===== src/inc/cfc_defines.svh =====
// register offsets, flag mask, reset values, limits and timing counts
`ifndef CFC_DEFINES_SVH
`define CFC_DEFINES_SVH
`define CFC_OFF_FIFO_CONTROL 8'h00
`define CFC_OFF_FIFO_STATUS 8'h04
`define CFC_OFF_EVENT_FLAGS 8'h08
`define CFC_OFF_EVENT_ENABLES 8'h0c
`define CFC_OFF_ERROR_COUNTS 8'h10
`define CFC_OFF_BIT_TIMING_ONE 8'h14
`define CFC_OFF_BIT_TIMING_TWO 8'h18
`define CFC_OFF_FILTER_ENABLES 8'h1c
`define CFC_OFF_FILTER_STEER_LOW 8'h20
`define CFC_OFF_DERIVED 8'h24
`define CFC_FLAG_MASK 16'h00ef
`define CFC_FILTER_EN_RESET 16'hffff
`define CFC_BUFCNT_RESERVED 3'h7
`define CFC_STEER_FIFO 4'hf
`define CFC_WARN_LIMIT 8'd96
`define CFC_PASSIVE_LIMIT 8'd128
`define CFC_BUSOFF_LIMIT 9'd256
`define CFC_IPT_TQ 4'h2
`define CFC_WAKE_FILTER_LEN 4'h8
`define CFC_AXI_OKAY 2'b00
`define CFC_AXI_SLVERR 2'b10
`endif


===== src/inc/cfc_pkg.sv =====
// types shared by the can fifo, timing and filter register block
package cfc_pkg;
  typedef struct packed {
    logic invalid_msg;
    logic wakeup;
    logic almost_full;
    logic rx_overflow;
    logic rx_done;
    logic tx_done;
    logic rx_push;
    logic fifo_pop;
  } cfc_events_t;
  typedef struct packed {
    logic tx_err;
    logic rx_err;
    logic tx_ok;
    logic rx_ok;
  } cfc_err_evt_t;
  typedef struct packed {
    logic [1:0] sjw;
    logic [5:0] prescaler;
    logic [2:0] phase_two;
    logic [2:0] phase_one;
    logic [2:0] propagation;
    logic triple_sample_sel;
  } cfc_timing_t;
  typedef enum logic [1:0] {CFC_IDLE, CFC_WRESP, CFC_RRESP} cfc_bus_state_t;
endpackage


===== src/rtl/cfc_regs.sv =====
// can fifo, error state, bit timing and acceptance filter register block
// Operation
// RULE1 - buffer count code 0..6 gives 4,6,8,12,16,24,32 buffers; 7 reserved
// RULE2 - fifo start field selects first fifo buffer index 0..31
// RULE3 - read-only 6-bit pointer of next fifo write buffer
// RULE4 - read-only 6-bit pointer of next buffer software should read
// RULE5 - status bit shows transmitter bus-off
// RULE6 - separate transmitter and receiver error-passive status bits
// RULE7 - separate tx and rx warning bits plus combined either-warning bit
// RULE8 - invalid message, wake-up, error flags set by hardware, software clears only
// RULE9 - almost full, overflow, rx done, tx done flags are clear-only events
// RULE10 - error flag raised by any error-state status bit 13..8
// RULE11 - one enable bit per flag at same position, reset zero
// RULE12 - tx error counter upper byte, rx error counter lower byte, read-only
// RULE13 - jump width is field plus one quanta, 1..4
// RULE14 - quantum is two times (prescaler plus one) module clocks
// RULE15 - phase two length is field plus one quanta
// RULE16 - phase one and propagation lengths are field plus one quanta
// RULE17 - phase two select: free value, else max of phase one and ipt
// RULE18 - sampling bit picks triple or single sample of the line
// RULE19 - wake filter select applies line filter to wake-up detection
// RULE20 - sixteen filter enables, reset ones, filter accepts only when enabled
// RULE21 - steer code 0..14 picks rx buffer, 15 routes to fifo
// RULE22 - filter 0..3 steer fields at bits 3-0,7-4,11-8,15-12, reset zero
// RULE23 - wake line filter low-passes rx input during sleep
// RULE24 - interrupt request when any flag set with its enable set
`timescale 1ns/100ps
`include "cfc_defines.svh"
module cfc_regs import cfc_pkg::*; #(
  parameter int ADDR_W = 8
) (
  // clock and reset
  input wire logic ref_clk,
  input wire logic reset,
  // axi4-lite slave
  input wire logic [ADDR_W-1:0] s_axi_awaddr,
  input wire logic s_axi_awvalid,
  output logic s_axi_awready,
  input wire logic [31:0] s_axi_wdata,
  input wire logic [3:0] s_axi_wstrb,
  input wire logic s_axi_wvalid,
  output logic s_axi_wready,
  output logic [1:0] s_axi_bresp,
  output logic s_axi_bvalid,
  input wire logic s_axi_bready,
  input wire logic [ADDR_W-1:0] s_axi_araddr,
  input wire logic s_axi_arvalid,
  output logic s_axi_arready,
  output logic [31:0] s_axi_rdata,
  output logic [1:0] s_axi_rresp,
  output logic s_axi_rvalid,
  input wire logic s_axi_rready,
  // protocol engine events, one-cycle pulses
  input wire cfc_events_t evt,
  input wire cfc_err_evt_t err_evt,
  // receive line and sleep state
  input wire logic rx_line,
  input wire logic sleep_active,
  // accepted message: filter number and hit strobe
  input wire logic filter_hit,
  input wire logic [3:0] filter_hit_num,
  // derived results
  output logic irq,
  output logic accept_valid,
  output logic accept_to_fifo,
  output logic [3:0] accept_buffer,
  output logic wake_detect,
  output logic sampled_bit,
  output logic quantum_tick,
  output cfc_timing_t timing,
  output logic [5:0] buffer_total
);
  logic [2:0] buffer_count_sel;
  logic [4:0] fifo_start_index;
  logic [5:0] fifo_write_ptr;
  logic [5:0] fifo_read_ptr;
  logic [7:0] tx_error_counter;
  logic [7:0] rx_error_counter;
  logic tx_bus_off;
  logic [15:0] event_flags;
  logic [7:0] event_enables;
  logic [1:0] resync_jump_width;
  logic [5:0] quantum_prescaler;
  logic wake_line_filter_sel;
  logic [2:0] phase_two_len;
  logic phase_two_select;
  logic triple_sample_sel;
  logic [2:0] phase_one_len;
  logic [2:0] propagation_len;
  logic [15:0] filter_accept_en;
  logic [15:0] filter_zero_steer;
  cfc_bus_state_t bus_state;
  logic aw_held;
  logic w_held;
  logic [ADDR_W-1:0] aw_addr;
  logic [31:0] w_data;
  logic [3:0] w_strb;
  logic do_write;
  logic [15:0] wr16;
  logic [15:0] flag_clear;
  logic [15:0] next_flags;
  logic tx_err_passive;
  logic rx_err_passive;
  logic tx_warning;
  logic rx_warning;
  logic any_warning;
  logic [5:0] fifo_last;
  logic [6:0] prescale_cnt;
  logic [2:0] samples;
  logic [3:0] wake_cnt;
  logic rx_prev;

  // status bits derived from counters
  assign tx_err_passive = !tx_bus_off && tx_error_counter >= `CFC_PASSIVE_LIMIT; // see RULE6
  assign rx_err_passive = rx_error_counter >= `CFC_PASSIVE_LIMIT; // see RULE6
  assign tx_warning = tx_error_counter >= `CFC_WARN_LIMIT; // see RULE7
  assign rx_warning = rx_error_counter >= `CFC_WARN_LIMIT; // see RULE7
  assign any_warning = tx_warning | rx_warning; // see RULE7

  // buffer count decode, reserved code treated as largest
  always_ff @(posedge ref_clk or posedge reset) begin
    if (reset) begin
      buffer_total <= 6'd4;
    end else begin
      case (buffer_count_sel) // see RULE1
        3'h0: buffer_total <= 6'd4;
        3'h1: buffer_total <= 6'd6;
        3'h2: buffer_total <= 6'd8;
        3'h3: buffer_total <= 6'd12;
        3'h4: buffer_total <= 6'd16;
        3'h5: buffer_total <= 6'd24;
        default: buffer_total <= 6'd32;
      endcase
    end
  end
  assign fifo_last = buffer_total - 6'd1;

  // axi4-lite handshake: one write and one read at a time
  assign do_write = aw_held && w_held && bus_state == CFC_IDLE;
  assign wr16 = w_data[15:0];
  always_ff @(posedge ref_clk or posedge reset) begin
    if (reset) begin
      s_axi_awready <= 1'b1;
      s_axi_wready <= 1'b1;
      aw_held <= 1'b0;
      w_held <= 1'b0;
      aw_addr <= '0;
      w_data <= '0;
      w_strb <= '0;
    end else begin
      if (s_axi_awvalid && s_axi_awready) begin
        aw_held <= 1'b1;
        aw_addr <= s_axi_awaddr;
        s_axi_awready <= 1'b0;
      end
      if (s_axi_wvalid && s_axi_wready) begin
        w_held <= 1'b1;
        w_data <= s_axi_wdata;
        w_strb <= s_axi_wstrb;
        s_axi_wready <= 1'b0;
      end
      if (s_axi_bvalid && s_axi_bready) begin
        aw_held <= 1'b0;
        w_held <= 1'b0;
        s_axi_awready <= 1'b1;
        s_axi_wready <= 1'b1;
      end
    end
  end

  always_ff @(posedge ref_clk or posedge reset) begin
    if (reset) begin
      bus_state <= CFC_IDLE;
      s_axi_bvalid <= 1'b0;
      s_axi_bresp <= `CFC_AXI_OKAY;
    end else begin
      case (bus_state)
        CFC_IDLE: begin
          if (do_write) begin
            s_axi_bvalid <= 1'b1;
            s_axi_bresp <= (aw_addr > `CFC_OFF_DERIVED || aw_addr[1:0] != 2'b00) ?
                `CFC_AXI_SLVERR : `CFC_AXI_OKAY;
            bus_state <= CFC_WRESP;
          end
        end
        CFC_WRESP: begin
          if (s_axi_bready) begin
            s_axi_bvalid <= 1'b0;
            bus_state <= CFC_IDLE;
          end
        end
        default: bus_state <= CFC_IDLE;
      endcase
    end
  end

  // read channel runs independently
  always_ff @(posedge ref_clk or posedge reset) begin
    if (reset) begin
      s_axi_arready <= 1'b1;
      s_axi_rvalid <= 1'b0;
      s_axi_rdata <= '0;
      s_axi_rresp <= `CFC_AXI_OKAY;
    end else if (s_axi_rvalid) begin
      if (s_axi_rready) begin
        s_axi_rvalid <= 1'b0;
        s_axi_arready <= 1'b1;
      end
    end else if (s_axi_arvalid && s_axi_arready) begin
      s_axi_arready <= 1'b0;
      s_axi_rvalid <= 1'b1;
      s_axi_rresp <= `CFC_AXI_OKAY;
      case (s_axi_araddr)
        `CFC_OFF_FIFO_CONTROL: s_axi_rdata <= {16'h0, buffer_count_sel, 8'h0, fifo_start_index};
        `CFC_OFF_FIFO_STATUS: // see RULE3 see RULE4
          s_axi_rdata <= {16'h0, 2'b00, fifo_write_ptr, 2'b00, fifo_read_ptr};
        `CFC_OFF_EVENT_FLAGS: s_axi_rdata <= {16'h0, event_flags};
        `CFC_OFF_EVENT_ENABLES: s_axi_rdata <= {24'h0, event_enables};
        `CFC_OFF_ERROR_COUNTS: // see RULE12
          s_axi_rdata <= {16'h0, tx_error_counter, rx_error_counter};
        `CFC_OFF_BIT_TIMING_ONE: s_axi_rdata <= {24'h0, resync_jump_width, quantum_prescaler};
        `CFC_OFF_BIT_TIMING_TWO:
          s_axi_rdata <= {16'h0, 1'b0, wake_line_filter_sel, 3'b000, phase_two_len,
              phase_two_select, triple_sample_sel, phase_one_len, propagation_len};
        `CFC_OFF_FILTER_ENABLES: s_axi_rdata <= {16'h0, filter_accept_en};
        `CFC_OFF_FILTER_STEER_LOW: s_axi_rdata <= {16'h0, filter_zero_steer};
        `CFC_OFF_DERIVED: s_axi_rdata <= {21'h0, timing.phase_two, 2'b00, buffer_total};
        default: begin
          s_axi_rdata <= '0;
          s_axi_rresp <= `CFC_AXI_SLVERR;
        end
      endcase
    end
  end

  // software-written configuration
  always_ff @(posedge ref_clk or posedge reset) begin
    if (reset) begin
      buffer_count_sel <= 3'h0;
      fifo_start_index <= 5'h00;
      event_enables <= 8'h00;
      resync_jump_width <= 2'h0;
      quantum_prescaler <= 6'h00;
      wake_line_filter_sel <= 1'b0;
      phase_two_len <= 3'h0;
      phase_two_select <= 1'b0;
      triple_sample_sel <= 1'b0;
      phase_one_len <= 3'h0;
      propagation_len <= 3'h0;
      filter_accept_en <= `CFC_FILTER_EN_RESET; // see RULE20
      filter_zero_steer <= 16'h0000; // see RULE22
    end else if (do_write) begin
      case (aw_addr)
        `CFC_OFF_FIFO_CONTROL: begin
          if (w_strb[1]) buffer_count_sel <= wr16[15:13]; // see RULE1
          if (w_strb[0]) fifo_start_index <= wr16[4:0]; // see RULE2
        end
        `CFC_OFF_EVENT_ENABLES: begin
          if (w_strb[0]) event_enables <= wr16[7:0] & 8'(`CFC_FLAG_MASK); // see RULE11
        end
        `CFC_OFF_BIT_TIMING_ONE: begin
          if (w_strb[0]) begin
            resync_jump_width <= wr16[7:6];
            quantum_prescaler <= wr16[5:0];
          end
        end
        `CFC_OFF_BIT_TIMING_TWO: begin
          if (w_strb[1]) begin
            wake_line_filter_sel <= wr16[14];
            phase_two_len <= wr16[10:8];
          end
          if (w_strb[0]) begin
            phase_two_select <= wr16[7];
            triple_sample_sel <= wr16[6];
            phase_one_len <= wr16[5:3];
            propagation_len <= wr16[2:0];
          end
        end
        `CFC_OFF_FILTER_ENABLES: begin
          if (w_strb[1]) filter_accept_en[15:8] <= wr16[15:8];
          if (w_strb[0]) filter_accept_en[7:0] <= wr16[7:0];
        end
        `CFC_OFF_FILTER_STEER_LOW: begin
          if (w_strb[1]) filter_zero_steer[15:8] <= wr16[15:8];
          if (w_strb[0]) filter_zero_steer[7:0] <= wr16[7:0];
        end
        default: ;
      endcase
    end
  end

  // writing zero clears a flag, writing one leaves it; a new event wins
  assign flag_clear = (do_write && aw_addr == `CFC_OFF_EVENT_FLAGS && w_strb[0]) ?
      {8'h00, ~wr16[7:0]} : 16'h0000;
  always_comb begin
    next_flags = event_flags & ~flag_clear; // see RULE8
    next_flags[7] = next_flags[7] | evt.invalid_msg; // see RULE8
    next_flags[6] = next_flags[6] | evt.wakeup | wake_detect; // see RULE8
    next_flags[5] = next_flags[5] | (|event_flags[13:8]); // see RULE10
    next_flags[3] = next_flags[3] | evt.almost_full; // see RULE9
    next_flags[2] = next_flags[2] | evt.rx_overflow; // see RULE9
    next_flags[1] = next_flags[1] | evt.rx_done; // see RULE9
    next_flags[0] = next_flags[0] | evt.tx_done; // see RULE9
    next_flags[13:8] = {tx_bus_off, tx_err_passive, rx_err_passive,
        tx_warning, rx_warning, any_warning}; // see RULE5 see RULE6 see RULE7
    next_flags[15:14] = 2'b00;
    next_flags[4] = 1'b0;
  end
  always_ff @(posedge ref_clk or posedge reset) begin
    if (reset) begin
      event_flags <= 16'h0000;
      irq <= 1'b0;
    end else begin
      event_flags <= next_flags;
      irq <= |(next_flags[7:0] & event_enables); // see RULE24
    end
  end

  // error counters, saturating; bus-off sticks until reset
  always_ff @(posedge ref_clk or posedge reset) begin
    if (reset) begin
      tx_error_counter <= 8'h00;
      rx_error_counter <= 8'h00;
      tx_bus_off <= 1'b0;
    end else begin
      if (err_evt.tx_err && !tx_bus_off) begin
        if ({1'b0, tx_error_counter} + 9'd8 >= `CFC_BUSOFF_LIMIT) begin
          tx_bus_off <= 1'b1; // see RULE5
          tx_error_counter <= 8'hff;
        end else begin
          tx_error_counter <= tx_error_counter + 8'd8;
        end
      end else if (err_evt.tx_ok && tx_error_counter != 8'h00 && !tx_bus_off) begin
        tx_error_counter <= tx_error_counter - 8'd1;
      end
      if (err_evt.rx_err && rx_error_counter != 8'hff) begin
        rx_error_counter <= rx_error_counter + 8'd1;
      end else if (err_evt.rx_ok && rx_error_counter != 8'h00) begin
        rx_error_counter <= rx_error_counter - 8'd1;
      end
    end
  end

  // fifo pointers wrap from the last buffer back to the start index
  always_ff @(posedge ref_clk or posedge reset) begin
    if (reset) begin
      fifo_write_ptr <= 6'h00;
      fifo_read_ptr <= 6'h00;
    end else begin
      if (do_write && aw_addr == `CFC_OFF_FIFO_CONTROL) begin
        fifo_write_ptr <= {1'b0, wr16[4:0]}; // see RULE2
        fifo_read_ptr <= {1'b0, wr16[4:0]};
      end else begin
        if (evt.rx_push) // see RULE3
          fifo_write_ptr <= (fifo_write_ptr >= fifo_last) ? {1'b0, fifo_start_index}
              : fifo_write_ptr + 6'd1;
        if (evt.fifo_pop && fifo_read_ptr != fifo_write_ptr) // see RULE4
          fifo_read_ptr <= (fifo_read_ptr >= fifo_last) ? {1'b0, fifo_start_index}
              : fifo_read_ptr + 6'd1;
      end
    end
  end

  // timing outputs; phase two falls back to max(phase one, ipt)
  always_ff @(posedge ref_clk or posedge reset) begin
    if (reset) begin
      timing <= '0;
    end else begin
      timing.sjw <= resync_jump_width; // see RULE13
      timing.prescaler <= quantum_prescaler;
      timing.phase_one <= phase_one_len; // see RULE16
      timing.propagation <= propagation_len; // see RULE16
      timing.triple_sample_sel <= triple_sample_sel;
      if (phase_two_select) // see RULE17 see RULE15
        timing.phase_two <= phase_two_len;
      else if ({1'b0, phase_one_len} + 4'h1 >= `CFC_IPT_TQ)
        timing.phase_two <= phase_one_len;
      else
        timing.phase_two <= 3'(`CFC_IPT_TQ - 4'h1);
    end
  end

  // quantum tick every 2*(prescaler+1) clocks
  always_ff @(posedge ref_clk or posedge reset) begin
    if (reset) begin
      prescale_cnt <= 7'h00;
      quantum_tick <= 1'b0;
    end else if (prescale_cnt >= {quantum_prescaler, 1'b1}) begin
      prescale_cnt <= 7'h00; // see RULE14
      quantum_tick <= 1'b1;
    end else begin
      prescale_cnt <= prescale_cnt + 7'h01;
      quantum_tick <= 1'b0;
    end
  end

  // majority of three quantum-spaced samples, or the latest one
  always_ff @(posedge ref_clk or posedge reset) begin
    if (reset) begin
      samples <= 3'b111;
      sampled_bit <= 1'b1;
    end else if (quantum_tick) begin
      samples <= {samples[1:0], rx_line};
      sampled_bit <= triple_sample_sel ? // see RULE18
          ((samples[1] & samples[0]) | (samples[1] & rx_line) | (samples[0] & rx_line))
          : rx_line;
    end
  end

  // wake-up: filtered needs a dominant level held for several clocks
  always_ff @(posedge ref_clk or posedge reset) begin
    if (reset) begin
      wake_cnt <= 4'h0;
      rx_prev <= 1'b1;
      wake_detect <= 1'b0;
    end else begin
      rx_prev <= rx_line;
      wake_detect <= 1'b0;
      if (!sleep_active || rx_line) begin
        wake_cnt <= 4'h0;
      end else if (!wake_line_filter_sel) begin
        wake_detect <= rx_prev; // see RULE19
      end else if (wake_cnt == `CFC_WAKE_FILTER_LEN - 4'h1) begin
        wake_detect <= 1'b1; // see RULE23
        wake_cnt <= wake_cnt + 4'h1;
      end else if (wake_cnt < `CFC_WAKE_FILTER_LEN) begin
        wake_cnt <= wake_cnt + 4'h1;
      end
    end
  end

  // steering: only filters 0..3 have steer fields here
  always_ff @(posedge ref_clk or posedge reset) begin
    if (reset) begin
      accept_valid <= 1'b0;
      accept_to_fifo <= 1'b0;
      accept_buffer <= 4'h0;
    end else begin
      accept_valid <= filter_hit && filter_accept_en[filter_hit_num]; // see RULE20
      accept_buffer <= (filter_hit_num < 4'h4) ?
          filter_zero_steer[{filter_hit_num[1:0], 2'b00} +: 4] : `CFC_STEER_FIFO; // see RULE22
      accept_to_fifo <= (filter_hit_num >= 4'h4) ||
          filter_zero_steer[{filter_hit_num[1:0], 2'b00} +: 4] == `CFC_STEER_FIFO; // see RULE21
    end
  end
endmodule


===== config.mk =====
export PLATFORM = sky130hd
export DESIGN_NAME = cfc_regs
export DESIGN_NICKNAME = d
export VERILOG_FILES = /design/src/inc/cfc_pkg.sv /design/src/rtl/cfc_regs.sv
export VERILOG_INCLUDE_DIRS = /design/src /design/src/inc
export SDC_FILE = /design/constraint.sdc
export NUM_CORES = 1
export LEC_CHECK = 0
export ABC_CLOCK_PERIOD_IN_PS = 7100
export BUFFER_PORTS_ARGS = -buffer_cell sky130_fd_sc_hd__buf_2
export CAP_MARGIN = 20
export CORE_UTILIZATION = 52
export DETAILED_ROUTE_END_ITERATION = 16
export PLACE_DENSITY_LB_ADDON = 0.25
export SLEW_MARGIN = 40
export SYNTH_ARGS = -nofsm -noshare
export SYNTH_HDL_FRONTEND = slang
export SYNTH_SLANG_ARGS = --single-unit

===== constraint.sdc =====
create_clock -name ref_clk -period 7.1 [get_ports ref_clk]
set_clock_uncertainty 0.15 [all_clocks]
set_input_delay 1.42 -clock ref_clk [delete_from_list [all_inputs] [get_ports ref_clk]]
set_output_delay 1.42 -clock ref_clk [all_outputs]
set_load 0.05 [all_outputs]

==> metrics.cfg <==
[logic_synthesis]
yosysWarnings = 0
syn_inst = 1011
synth-main-ff-cell = dfrtp_1
syn_area_sq_um = 10930
ys_types = 77
synthArstFlopShare_pct = 100.0
synth_edf_count = 0
ys_seq_area_share_pct = 47.69
ys_ff_latch = 207
syn_area_per_cell_sq_um = 10.81

[placement]
dp_cells = 1350
dpl_cell_area_sq_um = 11700
finalWeightedCongestion = 0.9136
io_buffers = 115
hpwl_mm = 21.14

[route]
drtIter0Drc = 731
viasPerCell = 6.286
dr.pass1.iters = 12
dr_total_vias = 8750
antenna_left = 0
wl_mm = 29.73
post_drt_wl_per_cell_um = 21.36
drc = 1

[global_routing]
overflow = 0
antenna_found_initial = 0
grt_max_degree = 70
grt_pass1_wl_mm = 46.60
first_global_vias = 8351
track_usage_pct = 27.80

[die]
std_cell_rows = 52
initial_core_util_pct = 53.48
die_area_sq_um = 21590
die_w_um = 147.0
die_y_um = 147.0
core_sq_um = 20430
boundaryPins = 153

[pwr]
p_per_area_nw_per_um2 = 344.8
finalPower_mw = 4.290
power.leakage_nw = 5.539
ir_worst_vdd_mv = 0.3024

[timing]
fmax_mhz = 298.1
slew_headroom_pct = 41.04
holdWs_ps = 235.6
hold_violations = 0
setup_viol = 0
fin_crit_sh_pct = 47.25
tightest_slew_ps = 862.2
tns_ps = 0
rsz0062_at_grt = false
final_max_slew_viol_count = 0
fin_crit_ps = 3355

[clock_tree]
htreeDepth = 1
cts_tree = done
clk_pin_slew_worst_paths_ps = 60
cts_setup_buffers = 0
hold_buffers = 0
clk_latency_ps = 510
clock_path_buffers = 3
cts_root_buffer = clkbuf_16
cts_resized = 0
cts_made_buffers = 23
cts.sink_count = 207

[setup_path]
crit_family = simple AND/OR/NAND/NOR gates
crit_arrival_ps = 3650
crit_slowest_cell = or4_1
required_ps = 7400
path_cells = buf_2 > or4_1 > nor2_1 > a22oi_1 > a31oi_1 > a21o_1
path_buf_inv = 1
cpPeakStageDelay_ps = 770
cp-start-kind = input pin
worstSetupPathType = input pin to flop
critPathCaptureType = flop
worstPathMaxFanout = 22

[cells_and_area]
regArea_sq_um = 5210
antennaDiodeCount = 0
fin_cells = 1392
drive_gt1_share_pct = 29.23
stdcell_area_sq_um = 12440
nets = 1215
num-fill-cells = 1703
multiInputGateArea_sq_um = 5379
syn_to_final_growth_pct = 13.88

[run]
drv_cap = 0

[outcome]
status = complete, but fails checks
violations = design-rule violations

[min_path]
hold_class = flop to flop

through the flow:
| stage | util (%) | worst slack [ps] |
|---|---|---|
| floorplan | - | 2863 |
| global placement | 56.94 | 3193 |
| detailed placement | 57.26 | 3280 |
| CTS | 60.81 | 3820 |
| global route | 60.90 | 3650 |
| finish | 60.90 | 3745 |
placed cells by master (no fill, tap or decap), types with 7 or more instances in the layout:
| cell | synthesis | final |
|---|---|---|
| nand2_1 | 81 | 80 |
| conb_1 | 1 | 19 |
| nor2b_1 | 10 | 10 |
| a31oi_1 | 21 | 21 |
| dfstp_2 | 24 | 24 |
| clkbuf_16 | 0 | 23 |
| a2111o_1 | 8 | 8 |
| xnor2_1 | 14 | 14 |
| clkinv_2 | 0 | 7 |
| o31ai_1 | 11 | 10 |
| mux2i_1 | 13 | 13 |
| mux2_2 | 101 | 101 |
| o21ai_0 | 50 | 47 |
| nand4_1 | 14 | 14 |
| a21o_1 | 14 | 14 |
| buf_2 | 6 | 115 |
| a22oi_1 | 16 | 16 |
| nor3_1 | 17 | 17 |
| a2111oi_0 | 11 | 11 |
| or2_2 | 9 | 9 |
| nand3_1 | 28 | 28 |
| dfrtp_1 | 183 | 183 |
| ha_1 | 31 | 31 |
| xor2_1 | 10 | 10 |
| nor2_1 | 42 | 42 |
| nand2b_1 | 11 | 11 |
| a32oi_1 | 9 | 9 |
| a21oi_1 | 37 | 37 |
| and3_1 | 10 | 10 |
| inv_1 | 35 | 34 |
registers in the layout (all words and copies together) (netlist names), 7 cells and up:
name               count
timing                18
filter_accept_en      16
filter_zero_steer     16
s_axi_rdata           16
w_data                16
event_flags           13
aw_addr                8
rx_error_counter       8
tx_error_counter       8
event_enables          7
prescale_cnt           7
worst paths after layout:
kind | depth (start not counted) | to | from | slack (ps)
min reg2reg | 0 | timing[14] | quantum_prescaler[4] | 240
min | 0 | timing[14] | quantum_prescaler[4] | 240
max | 6 | s_axi_rdata[12] | s_axi_araddr[3] | 3750
min in group asynchronous | 2 | fifo_write_ptr[1] | reset | 770
max in group asynchronous | 3 | w_data[7] | reset | 5090
max reg2reg | 8 | rx_error_counter[7] | rx_error_counter[7] | 4000
Yosys cell counts (all sizes together) (11+ instances only):
library cell | instances | share of area, %
dfrtp | 183 | 42
mux2 | 101 | 10
nand2 | 81 | 2.8
o21ai | 52 | 2.4
nor2 | 44 | 1.6
clkbuf | 41 | 1.4
a21oi | 37 | 1.7
inv | 35 | 1.2
buf | 32 | 1.9
ha | 31 | 3.6
nand3 | 28 | 1.3
dfstp | 24 | 5.8
a31oi | 21 | 1.2
nor3 | 18 | 0.87
a22oi | 16 | 1.1
a21o | 14 | 0.96
nand4 | 14 | 0.80
xnor2 | 14 | 1.1
mux2i | 13 | 1.2
a2111oi | 11 | 0.88
nand2b | 11 | 0.63
o31ai | 11 | 0.76
metal layers:
metal,up-vias,part of all wire (%),track usage (%),wire (um)
met1,4358,43,38.72,12760
met2,374,46,43.18,13770
met5,-,0,0,0
met3,67,7.2,5.000,2139
met4,0,3.6,11.13,1065
li1,3951,-,-,-
cells by family (layout without fill, tap and decap cells):
family	count (synthesis)	in the layout	share of synthesized area, %
xor+xnor	24	24	1.924
mux	120	120	12.84
flops	207	207	47.69
compound gates	245	245	15.68
buf+inv	108	201	4.535
simple gates	274	274	13.57
fa+ha+maj	32	32	3.733
other cells	1	19	0.03432
where the power goes:
part           switching (mW)  internal [mW]
Clock                   0.501          0.651
Sequential              0.454           1.44
Combinational           0.702          0.539
worst register-to-register path, cell delays in order, from the launching register on:
cell and delay (ps):
dfrtp_1 550, nand4_1 140, o21ai_1 630, ha_1 360, a21oi_1 200, o21ai_0 140, a2111oi_0 580, o32ai_1 200
nand2_1 90
cell type report:
type	count	share of cell area (%)
multi-input combinational	714	43.23
sequential	207	41.87
timing repair buffer	124	5.259
clock buffer	28	4.857
tap	270	2.715
inverter	35	1.086
clock inverter	14	0.9755
(Power assumes the default switching activity.)
